File: src/shared/conv_regs_pkg.sv
// Register map, field positions and reset values of the converter register block
package conv_regs_pkg;

   localparam int unsigned NUM_CHANNELS    = 8;
   localparam int unsigned RESULT_BITS     = 10;
   localparam int unsigned LOW_RES_BITS    = 8;
   localparam int unsigned ADDR_BITS       = 8;
   localparam int unsigned DMA_COUNT_BITS  = 16;

   localparam logic [7:0] OFF_CONTROL            = 8'h00;
   localparam logic [7:0] OFF_MODE               = 8'h04;
   localparam logic [7:0] OFF_CHANNEL_ENABLE_SET = 8'h10;
   localparam logic [7:0] OFF_CHANNEL_ENABLE_CLR = 8'h14;
   localparam logic [7:0] OFF_CHANNEL_STATE      = 8'h18;
   localparam logic [7:0] OFF_STATUS             = 8'h1C;
   localparam logic [7:0] OFF_LAST_RESULT        = 8'h20;
   localparam logic [7:0] OFF_IRQ_ENABLE_SET     = 8'h24;
   localparam logic [7:0] OFF_IRQ_ENABLE_CLR     = 8'h28;
   localparam logic [7:0] OFF_IRQ_ENABLE_VIEW    = 8'h2C;
   localparam logic [7:0] OFF_CHANNEL_RESULT0    = 8'h30;
   localparam logic [7:0] OFF_CHANNEL_RESULT7    = 8'h4C;
   localparam logic [7:0] OFF_DMA_RX_COUNTER     = 8'h50;
   localparam logic [7:0] OFF_DMA_NEXT_RX_COUNTER = 8'h54;

   localparam int unsigned CTRL_SOFT_RESET_POS   = 0;
   localparam int unsigned CTRL_START_POS        = 1;
   localparam int unsigned MODE_RES_SELECT_POS   = 4;

   localparam int unsigned STAT_DONE_LSB         = 0;
   localparam int unsigned STAT_OVERRUN_LSB      = 8;
   localparam int unsigned STAT_READY_POS        = 16;
   localparam int unsigned STAT_GEN_OVERRUN_POS  = 17;
   localparam int unsigned STAT_DMA_ZERO_POS     = 18;
   localparam int unsigned STAT_DMA_BOTH_POS     = 19;
   localparam int unsigned STAT_WIDTH            = 20;

   localparam logic [31:0] MODE_RESET    = 32'h0000_0000;
   localparam logic [31:0] MODE_MASK     = 32'h0FFF_FF3F;
   localparam logic [1:0]  RESP_OKAY     = 2'b00;
   localparam logic [1:0]  RESP_SLVERR   = 2'b10;

   typedef enum logic [1:0]
   {
      BUS_IDLE  = 2'b00,
      BUS_RESP  = 2'b01
   } bus_state_t;

endpackage : conv_regs_pkg

File: src/hdl/irq_mask_unit.sv
// Interrupt enable set/clear bank with masked interrupt output
module irq_mask_unit
#(
   parameter int unsigned WIDTH = 20
)
(
   input  wire logic             clk,
   input  wire logic             reset_n,
   input  wire logic             soft_reset,
   input  wire logic             set_write,
   input  wire logic             clear_write,
   input  wire logic [WIDTH-1:0] write_bits,
   input  wire logic [WIDTH-1:0] status,
   output logic      [WIDTH-1:0] enable_view,
   output logic                  irq
);

   always_ff @(posedge clk or negedge reset_n)
   begin
      if (!reset_n)
         enable_view <= '0;
      else if (soft_reset)
         enable_view <= '0;
      else if (set_write)
         enable_view <= enable_view | write_bits;
      else if (clear_write)
         enable_view <= enable_view & ~write_bits;
   end

   always_ff @(posedge clk or negedge reset_n)
   begin
      if (!reset_n)
         irq <= 1'b0;
      else
         irq <= |(status & enable_view);
   end

endmodule : irq_mask_unit

File: src/hdl/channel_result_bank.sv
// Per-channel result storage, loaded only for enabled channels
module channel_result_bank
#(
   parameter int unsigned CHANNELS = 8,
   parameter int unsigned BITS     = 10
)
(
   input  wire logic                      clk,
   input  wire logic                      reset_n,
   input  wire logic                      soft_reset,
   input  wire logic                      conv_done,
   input  wire logic [2:0]                conv_channel,
   input  wire logic [BITS-1:0]           conv_data,
   input  wire logic [CHANNELS-1:0]       chan_bit,
   output logic      [CHANNELS-1:0][BITS-1:0] results
);

   genvar g;
   generate
      for (g = 0; g < CHANNELS; g++)
      begin : g_chan
         always_ff @(posedge clk or negedge reset_n)
         begin
            if (!reset_n)
               results[g] <= '0;
            else if (soft_reset)
               results[g] <= '0;
            else if (conv_done && conv_channel == 3'(g) && chan_bit[g])
               results[g] <= conv_data;
         end
      end
   endgenerate

endmodule : channel_result_bank

File: src/hdl/conv_status_regs.sv
// Converter status, interrupt and result registers behind an AXI4-Lite slave
module conv_status_regs
#(
   parameter int unsigned CHANNELS = conv_regs_pkg::NUM_CHANNELS,
   parameter int unsigned BITS     = conv_regs_pkg::RESULT_BITS
)
(
   input  wire logic                 CLK,
   input  wire logic                 RESET_N,
   // AXI4-Lite slave
   input  wire logic [7:0]           AWADDR,
   input  wire logic                 AWVALID,
   output logic                      AWREADY,
   input  wire logic [31:0]          WDATA,
   input  wire logic [3:0]           WSTRB,
   input  wire logic                 WVALID,
   output logic                      WREADY,
   output logic [1:0]                BRESP,
   output logic                      BVALID,
   input  wire logic                 BREADY,
   input  wire logic [7:0]           ARADDR,
   input  wire logic                 ARVALID,
   output logic                      ARREADY,
   output logic [31:0]               RDATA,
   output logic [1:0]                RRESP,
   output logic                      RVALID,
   input  wire logic                 RREADY,
   // Converter core side
   input  wire logic                 CONV_DONE,
   input  wire logic [2:0]           CONV_CHANNEL,
   input  wire logic [BITS-1:0]      CONV_DATA,
   input  wire logic                 CHAN_OVERRUN,
   input  wire logic                 GENERAL_OVERRUN,
   input  wire logic                 DMA_RX_DECREMENT,
   output logic                      CONV_START,
   output logic                      RESOLUTION_SELECT,
   output logic [CHANNELS-1:0]       CHANNEL_ENABLED,
   output logic                      IRQ
);

   localparam int unsigned SW = conv_regs_pkg::STAT_WIDTH;
   localparam int unsigned CW = conv_regs_pkg::DMA_COUNT_BITS;

   ////////////////////////////////////////////////////////////////////////////////
   // Bus handshake

   logic                        aw_held;
   logic                        w_held;
   logic [7:0]                  aw_addr;
   logic [31:0]                 w_data;
   logic [3:0]                  w_strb;
   conv_regs_pkg::bus_state_t   rd_state;
   logic                        wr_fire;
   logic                        rd_fire;
   logic [7:0]                  rd_addr;
   logic [31:0]                 wr_bits;
   logic                        soft_reset;

   assign wr_fire = aw_held && w_held && !BVALID;
   assign rd_fire = ARVALID && ARREADY;
   assign rd_addr = ARADDR;
   assign wr_bits = w_data & {{8{w_strb[3]}}, {8{w_strb[2]}}, {8{w_strb[1]}}, {8{w_strb[0]}}};

   function automatic logic wr_hit(input logic [7:0] off);
      wr_hit = wr_fire && aw_addr[7:2] == off[7:2];
   endfunction : wr_hit

   function automatic logic rd_hit(input logic [7:0] off);
      rd_hit = rd_fire && rd_addr[7:2] == off[7:2];
   endfunction : rd_hit

   assign soft_reset = wr_hit(conv_regs_pkg::OFF_CONTROL)
                       && wr_bits[conv_regs_pkg::CTRL_SOFT_RESET_POS];

   always_ff @(posedge CLK or negedge RESET_N)
   begin
      if (!RESET_N)
      begin
         aw_held <= 1'b0;
         aw_addr <= 8'h00;
         AWREADY <= 1'b1;
      end
      else if (AWVALID && AWREADY)
      begin
         aw_held <= 1'b1;
         aw_addr <= AWADDR;
         AWREADY <= 1'b0;
      end
      else if (wr_fire)
      begin
         aw_held <= 1'b0;
         AWREADY <= 1'b1;
      end
   end

   always_ff @(posedge CLK or negedge RESET_N)
   begin
      if (!RESET_N)
      begin
         w_held <= 1'b0;
         w_data <= 32'h0000_0000;
         w_strb <= 4'h0;
         WREADY <= 1'b1;
      end
      else if (WVALID && WREADY)
      begin
         w_held <= 1'b1;
         w_data <= WDATA;
         w_strb <= WSTRB;
         WREADY <= 1'b0;
      end
      else if (wr_fire)
      begin
         w_held <= 1'b0;
         WREADY <= 1'b1;
      end
   end

   always_ff @(posedge CLK or negedge RESET_N)
   begin
      if (!RESET_N)
      begin
         BVALID <= 1'b0;
         BRESP  <= conv_regs_pkg::RESP_OKAY;
      end
      else if (wr_fire)
      begin
         BVALID <= 1'b1;
         BRESP  <= wr_map(aw_addr) ? conv_regs_pkg::RESP_OKAY : conv_regs_pkg::RESP_SLVERR;
      end
      else if (BREADY)
         BVALID <= 1'b0;
   end

   function automatic logic wr_map(input logic [7:0] a);
      wr_map = a[1:0] == 2'b00 && (a <= conv_regs_pkg::OFF_MODE
               || (a >= conv_regs_pkg::OFF_CHANNEL_ENABLE_SET && a <= conv_regs_pkg::OFF_IRQ_ENABLE_CLR
                   && a != conv_regs_pkg::OFF_CHANNEL_STATE && a != conv_regs_pkg::OFF_STATUS
                   && a != conv_regs_pkg::OFF_LAST_RESULT)
               || a == conv_regs_pkg::OFF_DMA_RX_COUNTER || a == conv_regs_pkg::OFF_DMA_NEXT_RX_COUNTER);
   endfunction : wr_map

   ////////////////////////////////////////////////////////////////////////////////
   // Control and mode

   logic [31:0]         mode;
   logic [CHANNELS-1:0] chan_bit;

   always_ff @(posedge CLK or negedge RESET_N)
   begin
      if (!RESET_N)
         CONV_START <= 1'b0;
      else
         CONV_START <= wr_hit(conv_regs_pkg::OFF_CONTROL) && !soft_reset
                       && wr_bits[conv_regs_pkg::CTRL_START_POS];
   end

   always_ff @(posedge CLK or negedge RESET_N)
   begin
      if (!RESET_N)
         mode <= conv_regs_pkg::MODE_RESET;
      else if (soft_reset)
         mode <= conv_regs_pkg::MODE_RESET;
      else if (wr_hit(conv_regs_pkg::OFF_MODE))
         mode <= wr_bits & conv_regs_pkg::MODE_MASK;
   end

   assign RESOLUTION_SELECT = mode[conv_regs_pkg::MODE_RES_SELECT_POS];

   always_ff @(posedge CLK or negedge RESET_N)
   begin
      if (!RESET_N)
         chan_bit <= '0;
      else if (soft_reset)
         chan_bit <= '0;
      else if (wr_hit(conv_regs_pkg::OFF_CHANNEL_ENABLE_SET))
         chan_bit <= chan_bit | wr_bits[CHANNELS-1:0];
      else if (wr_hit(conv_regs_pkg::OFF_CHANNEL_ENABLE_CLR))
         chan_bit <= chan_bit & ~wr_bits[CHANNELS-1:0];
   end

   assign CHANNEL_ENABLED = chan_bit;

   ////////////////////////////////////////////////////////////////////////////////
   // Conversion results

   logic [BITS-1:0]                 conv_sized;
   logic [BITS-1:0]                 last_result_field;
   logic [CHANNELS-1:0][BITS-1:0]   results;

   // Low resolution keeps the top eight bits of the core result
   assign conv_sized = RESOLUTION_SELECT
                       ? BITS'(CONV_DATA[BITS-1 -: conv_regs_pkg::LOW_RES_BITS])
                       : CONV_DATA;

   always_ff @(posedge CLK or negedge RESET_N)
   begin
      if (!RESET_N)
         last_result_field <= '0;
      else if (soft_reset)
         last_result_field <= '0;
      else if (CONV_DONE)
         last_result_field <= conv_sized;
   end

   channel_result_bank #(.CHANNELS(CHANNELS), .BITS(BITS)) u_results
   (
      .clk          (CLK),
      .reset_n      (RESET_N),
      .soft_reset   (soft_reset),
      .conv_done    (CONV_DONE),
      .conv_channel (CONV_CHANNEL),
      .conv_data    (conv_sized),
      .chan_bit     (chan_bit),
      .results      (results)
   );

   ////////////////////////////////////////////////////////////////////////////////
   // Status flags; a set in the clearing cycle wins, except the done flags, which a disabled channel holds clear, and the DMA zero flag, where a counter write wins

   logic [CHANNELS-1:0] conv_done_flag;
   logic [CHANNELS-1:0] chan_overrun_flag;
   logic                result_ready_flag;
   logic                general_overrun_flag;
   logic                dma_count_zero_flag;
   logic [CW-1:0]       dma_rx_counter;
   logic [CW-1:0]       dma_next_rx_counter;
   logic [CHANNELS-1:0] done_hit;
   logic                status_read;
   logic                dma_write;

   assign done_hit    = CONV_DONE ? (CHANNELS'(1) << CONV_CHANNEL) : '0;
   assign status_read = rd_hit(conv_regs_pkg::OFF_STATUS);
   assign dma_write   = wr_hit(conv_regs_pkg::OFF_DMA_RX_COUNTER)
                        || wr_hit(conv_regs_pkg::OFF_DMA_NEXT_RX_COUNTER);

   always_ff @(posedge CLK or negedge RESET_N)
   begin
      if (!RESET_N)
         conv_done_flag <= '0;
      else if (soft_reset)
         conv_done_flag <= '0;
      else
         conv_done_flag <= (conv_done_flag | done_hit) & chan_bit;
   end

   always_ff @(posedge CLK or negedge RESET_N)
   begin
      if (!RESET_N)
      begin
         chan_overrun_flag    <= '0;
         general_overrun_flag <= 1'b0;
      end
      else if (soft_reset)
      begin
         chan_overrun_flag    <= '0;
         general_overrun_flag <= 1'b0;
      end
      else
      begin
         chan_overrun_flag <= (status_read ? '0 : chan_overrun_flag)
                              | (CHAN_OVERRUN ? done_hit : '0);
         general_overrun_flag <= (general_overrun_flag && !status_read)
                                 || GENERAL_OVERRUN;
      end
   end

   always_ff @(posedge CLK or negedge RESET_N)
   begin
      if (!RESET_N)
         result_ready_flag <= 1'b0;
      else if (soft_reset)
         result_ready_flag <= 1'b0;
      else
         result_ready_flag <= (result_ready_flag && !rd_hit(conv_regs_pkg::OFF_LAST_RESULT))
                              || CONV_DONE;
   end

   always_ff @(posedge CLK or negedge RESET_N)
   begin
      if (!RESET_N)
      begin
         dma_rx_counter      <= '0;
         dma_next_rx_counter <= '0;
      end
      else if (soft_reset)
      begin
         dma_rx_counter      <= '0;
         dma_next_rx_counter <= '0;
      end
      else if (wr_hit(conv_regs_pkg::OFF_DMA_RX_COUNTER))
         dma_rx_counter <= wr_bits[CW-1:0];
      else if (wr_hit(conv_regs_pkg::OFF_DMA_NEXT_RX_COUNTER))
         dma_next_rx_counter <= wr_bits[CW-1:0];
      else if (DMA_RX_DECREMENT && dma_rx_counter != '0)
      begin
         // Next buffer takes over when the current one runs out
         if (dma_rx_counter == CW'(1))
         begin
            dma_rx_counter      <= dma_next_rx_counter;
            dma_next_rx_counter <= '0;
         end
         else
            dma_rx_counter <= dma_rx_counter - CW'(1);
      end
   end

   always_ff @(posedge CLK or negedge RESET_N)
   begin
      if (!RESET_N)
         dma_count_zero_flag <= 1'b1;
      else if (soft_reset)
         dma_count_zero_flag <= 1'b1;
      else if (DMA_RX_DECREMENT && dma_rx_counter == CW'(1) && !dma_write)
         dma_count_zero_flag <= 1'b1;
      else if (dma_write)
         dma_count_zero_flag <= 1'b0;
   end

   logic [SW-1:0] status;

   assign status = {(dma_rx_counter == '0 && dma_next_rx_counter == '0),
                    dma_count_zero_flag, general_overrun_flag, result_ready_flag,
                    chan_overrun_flag, conv_done_flag};

   ////////////////////////////////////////////////////////////////////////////////
   // Interrupt mask and read data

   logic [SW-1:0] enable_view;

   irq_mask_unit #(.WIDTH(SW)) u_irq
   (
      .clk         (CLK),
      .reset_n     (RESET_N),
      .soft_reset  (soft_reset),
      .set_write   (wr_hit(conv_regs_pkg::OFF_IRQ_ENABLE_SET)),
      .clear_write (wr_hit(conv_regs_pkg::OFF_IRQ_ENABLE_CLR)),
      .write_bits  (wr_bits[SW-1:0]),
      .status      (status),
      .enable_view (enable_view),
      .irq         (IRQ)
   );

   assign ARREADY = (rd_state == conv_regs_pkg::BUS_IDLE);

   always_ff @(posedge CLK or negedge RESET_N)
   begin
      if (!RESET_N)
      begin
         rd_state <= conv_regs_pkg::BUS_IDLE;
         RVALID   <= 1'b0;
         RDATA    <= 32'h0000_0000;
         RRESP    <= conv_regs_pkg::RESP_OKAY;
      end
      else unique case (rd_state)
         conv_regs_pkg::BUS_IDLE:
            if (ARVALID)
            begin
               rd_state <= conv_regs_pkg::BUS_RESP;
               RVALID   <= 1'b1;
               RRESP    <= conv_regs_pkg::RESP_OKAY;
               RDATA    <= 32'h0000_0000;
               if (rd_addr[1:0] != 2'b00)
                  RRESP <= conv_regs_pkg::RESP_SLVERR;
               else if (rd_addr == conv_regs_pkg::OFF_MODE)
                  RDATA <= mode;
               else if (rd_addr == conv_regs_pkg::OFF_CHANNEL_STATE)
                  RDATA <= 32'(chan_bit);
               else if (rd_addr == conv_regs_pkg::OFF_STATUS)
                  RDATA <= 32'(status);
               else if (rd_addr == conv_regs_pkg::OFF_LAST_RESULT)
                  RDATA <= 32'(last_result_field);
               else if (rd_addr == conv_regs_pkg::OFF_IRQ_ENABLE_VIEW)
                  RDATA <= 32'(enable_view);
               else if (rd_addr >= conv_regs_pkg::OFF_CHANNEL_RESULT0
                        && rd_addr <= conv_regs_pkg::OFF_CHANNEL_RESULT7)
                  RDATA <= 32'(results[3'(rd_addr[7:2] - conv_regs_pkg::OFF_CHANNEL_RESULT0[7:2])]);
               else if (rd_addr == conv_regs_pkg::OFF_DMA_RX_COUNTER)
                  RDATA <= 32'(dma_rx_counter);
               else if (rd_addr == conv_regs_pkg::OFF_DMA_NEXT_RX_COUNTER)
                  RDATA <= 32'(dma_next_rx_counter);
               else
                  RRESP <= conv_regs_pkg::RESP_SLVERR;
            end
         conv_regs_pkg::BUS_RESP:
            if (RREADY)
            begin
               rd_state <= conv_regs_pkg::BUS_IDLE;
               RVALID   <= 1'b0;
            end
         default:
            rd_state <= conv_regs_pkg::BUS_IDLE;
      endcase
   end

endmodule : conv_status_regs

File: config.mk
export PLATFORM = sky130hd
export DESIGN_NAME = conv_status_regs
export DESIGN_NICKNAME = d
export VERILOG_FILES = /design/src/shared/conv_regs_pkg.sv /design/src/hdl/irq_mask_unit.sv /design/src/hdl/channel_result_bank.sv /design/src/hdl/conv_status_regs.sv
export SDC_FILE = /design/constraint.sdc
export NUM_CORES = 1
export LEC_CHECK = 0
export ABC_AREA = 1
export BUFFER_PORTS_ARGS = -buffer_cell sky130_fd_sc_hd__buf_2
export CAP_MARGIN = 20
export CORE_AREA = 8 8 195 197
export CTS_BUF_LIST = sky130_fd_sc_hd__clkbuf_4
export CTS_CLUSTER_DIAMETER = 40
export DETAILED_ROUTE_END_ITERATION = 10
export DIE_AREA = 0 0 203 205
export REMOVE_ABC_BUFFERS = 1
export SYNTH_ARGS = -nofsm -noshare
export SYNTH_HDL_FRONTEND = slang
export SYNTH_SLANG_ARGS = --single-unit
File: constraint.sdc
create_clock -name CLK -period 1.81 [get_ports CLK]
set_clock_uncertainty 0.1 [all_clocks]
set_input_delay 0.2715 -clock CLK [delete_from_list [all_inputs] [get_ports CLK]]
set_output_delay 0.2715 -clock CLK [all_outputs]
set_load 0.05 [all_outputs]
==> metrics <==
status finished with violations; violated checks negative setup slack; commonest non-fill, non-tap cell in the layout nand2_1; row cnt 69; slowest cell on the critical path dfrtp_1; H-tree depth 3; share of layout cells above drive strength 1 29.1%; smallest hold slack 0.0989 ns; yosys warns 0; total core area 35000 um2; GRT overflow 0; most frequent cells in the layout nand2_1, dfrtp_1, buf_4; CP startpoint kind flop; largest cells by area after synthesis dfrtp_1, nand2_1, o21ai_0; IO Pins 128; antenna violations before repair 1; Clk pin slew, worst setup/hold paths 0.06 ns; CP Class flop to flop; Vias 13700; Iter 0 DRT Violations 1084; Multi-input gate area 6190 um2; final slew viol count 0; Arrival @ worst endpoint 2.33 ns; CTS tree yes; peak supply drop 0.00106 V; RSZ-0062 raised after global routing true; HP Class primary input to asynchronous set/reset pin; largest net degree at the start of global routing 66; worst-path cell chain inv_2, nand3_4, inv_4, buf_4, nand4_1, buf_4, buf_6, o21ai_0, nor2_1; Fmax 548 MHz; Register Area 6850 um2; starting density of the core 39.2%; Leak 9.57 nW; most frequent CP cell buf_4; post-synth cell types 50; Synth Instances 1732; Initial DRT Pass Iterations 5; Clock Path Buffers 3; post-synthesis sequential area ratio 49.9%; CTS sink cnt 273; Die X 203 um; CTS root buf clkbuf_4; Yosys top cell by area dfrtp_1; crit end category flop; fin worst setup slack -0.0151 ns; fin crit share 101%; Post-Route WL 49600 um; total power 24.3 mW; worst r2r src BVALID$_DFFE_PN0P_; Area Overhead vs Synth 37.1%; worst-skew pair later-pin latency 0.74 ns; Post-Syn Area 13700 um2; die footprint 41600 um2; max-cap viol count 0; die height 205 um; Worst path max stage delay 0.40 ns; Nets 2231; global placement routability congestion 0.932; #FFs+latches synth 273; drc violations 0; top-area cell type share of the netlist area 49.3%; critical path required time 2.32 ns; Post-Syn Area per Cell 7.91 um2; Reg2Reg Setup Slack -0.02 ns; total track usage 22.7%; vias in the first global route 13800; global-route wire length before repair 74900 um; WL/cell 18.6 um; RR Endpoint u_irq.enable_view[3]$_DFFE_PN0P_; Antenna Violating Nets Remaining 0; Worst R2R Path Depth 9; setup violators final 3; total CTS buffers 77; Worst slew margin 65.1%; I/O Buffers 117; Worst Path Max Fanout 19; actual slew at the worst max-slew pin 0.521 ns; Filler cells 3296; Hold Vio Cnt, Final 0; Min Clock Period, post-route 1.83 ns; Power Density 1300 nW/um2; via/cell ratio 5.14; dpl hpwl 33900 um
-- layout make-up --
cell class                      count  share of cell area (%)
Timing Repair Buffer              404                    17.9
Timing Repair inverter              4                   0.133
Multi-Input combinational cell   1191                    33.0
Clock buffer                      116                    4.64
Sequential cell                   273                    36.5
Tap cell                          461                    3.07
Antenna cell                        1                  0.0133
Clock inverter                     17                   0.480
Inverter                          202                    4.34
-- metal layers --
metal  routed length, um  global-route usage (%)  vias to the layer above
met2               23700                    37.2                      522
met5                   0                       0                        -
li1                    -                       -                     6490
met1               20800                    29.6                     6595
met4                1960                    8.78                        0
met3                3110                    4.10                      122
-- how the worst max path moves through the flow --
stage | from | end | slack (ns)
2_1_floorplan | BVALID$_DFFE_PN0P_ | dma_rx_counter[15]$_DFFE_PN0P_ | -1.28
3_3_place_gp | dma_rx_counter[1]$_DFFE_PN0P_ | dma_rx_counter[8]$_DFFE_PN0P_ | -0.18
3_5_place_dp | dma_rx_counter[1]$_DFFE_PN0P_ | dma_rx_counter[8]$_DFFE_PN0P_ | -0.19
4_1_cts | BVALID$_DFFE_PN0P_ | mode[4]$_DFFE_PN0P_ | -0.04
5_1_grt | dma_rx_counter[13]$_DFFE_PN0P_ | dma_next_rx_counter[13]$_DFFE_PN0P_ | -0.09
6_report | BVALID$_DFFE_PN0P_ | u_irq.enable_view[3]$_DFFE_PN0P_ | -0.02
-- critical path: cells and delay by family, from the launching register on --
family	cells	cell delay [ns]
buf+inv	5	0.69
flops	1	0.40
compound gates	1	0.19
simple gates	3	0.30
-- state kept, by name, summed over array words and instances, names as in the netlist, 10 cells and up --
register and cells:
u_irq.enable_view 20, last_result_field 10, dma_rx_counter 16, dma_next_rx_counter 16
RDATA 28, w_data 28, u_results.results 80, mode 26
-- through the flow --
| step | utilization (%) | setup WS, ns | cells | setup TNS, ns | area, um2 |
|---|---|---|---|---|---|
| after global placement | 46.0 | -0.177 | 2427 | -2.80 | 16100 |
| after detailed placement | 46.0 | -0.188 | 2427 | -4.09 | 16100 |
| after CTS | 51.3 | -0.0446 | 2641 | -0.207 | 18000 |
| after floorplan | - | -1.28 | 1664 | -147.88 | 13300 |
| after global routing | 53.7 | -0.0872 | 2669 | -2.86 | 18800 |
| final | 53.7 | -0.0151 | 2669 | -0.0255 | 18800 |
-- cells in the mapped netlist (all sizes together) --
| master | number |
|---|---|
| nor2 | 117 |
| o221ai | 2 |
| o21bai | 1 |
| a22oi | 2 |
| o21a | 1 |
| o22ai | 31 |
| dfrtp | 270 |
| nand3 | 79 |
| nand2 | 537 |
| nor3 | 12 |
| a211oi | 2 |
| conb | 1 |
| nand4 | 17 |
| o221a | 2 |
| mux2 | 32 |
| o31ai | 8 |
| ha | 2 |
| dfstp | 3 |
| o2111ai | 7 |
| clkinv | 2 |
| nor4 | 4 |
| buf | 40 |
| clkbuf | 33 |
| or2 | 1 |
| a21oi | 56 |
| inv | 200 |
| o21ai | 250 |
| xnor2 | 2 |
| xor2 | 6 |
| o211ai | 11 |
| o32ai | 1 |
-- power by group --
group / switching (mW) / leakage (nW) / internal [mW]
clock network: 2.72 / 0.584 / 3.05
logic: 5.12 / 5.48 / 3.62
registers: 1.56 / 3.50 / 8.29
total: 9.39 / 9.57 / 15.0
-- what timing repair did --
item / CTS / global route
resized for setup: 52 / 177
setup buffers: 14 / 17
pin swaps: 6 / 28
cloned: 0 / 11
setup endpoints to repair: 82 / 180
hold endpoints to repair: 407 / 0
hold buffers: 67 / 0
-- cell families after synthesis --
family          after synthesis  share of synthesized area [%]
compound gates              374                           14.8
other cells                   1                         0.0274
mux                          32                           2.63
simple gates                767                           23.4
flops                       273                           49.9
buf+inv                     275                           8.50
fa+ha+maj                     2                          0.183
xor+xnor                      8                          0.512
Note: power is estimated with default switching activity, not from simulation.
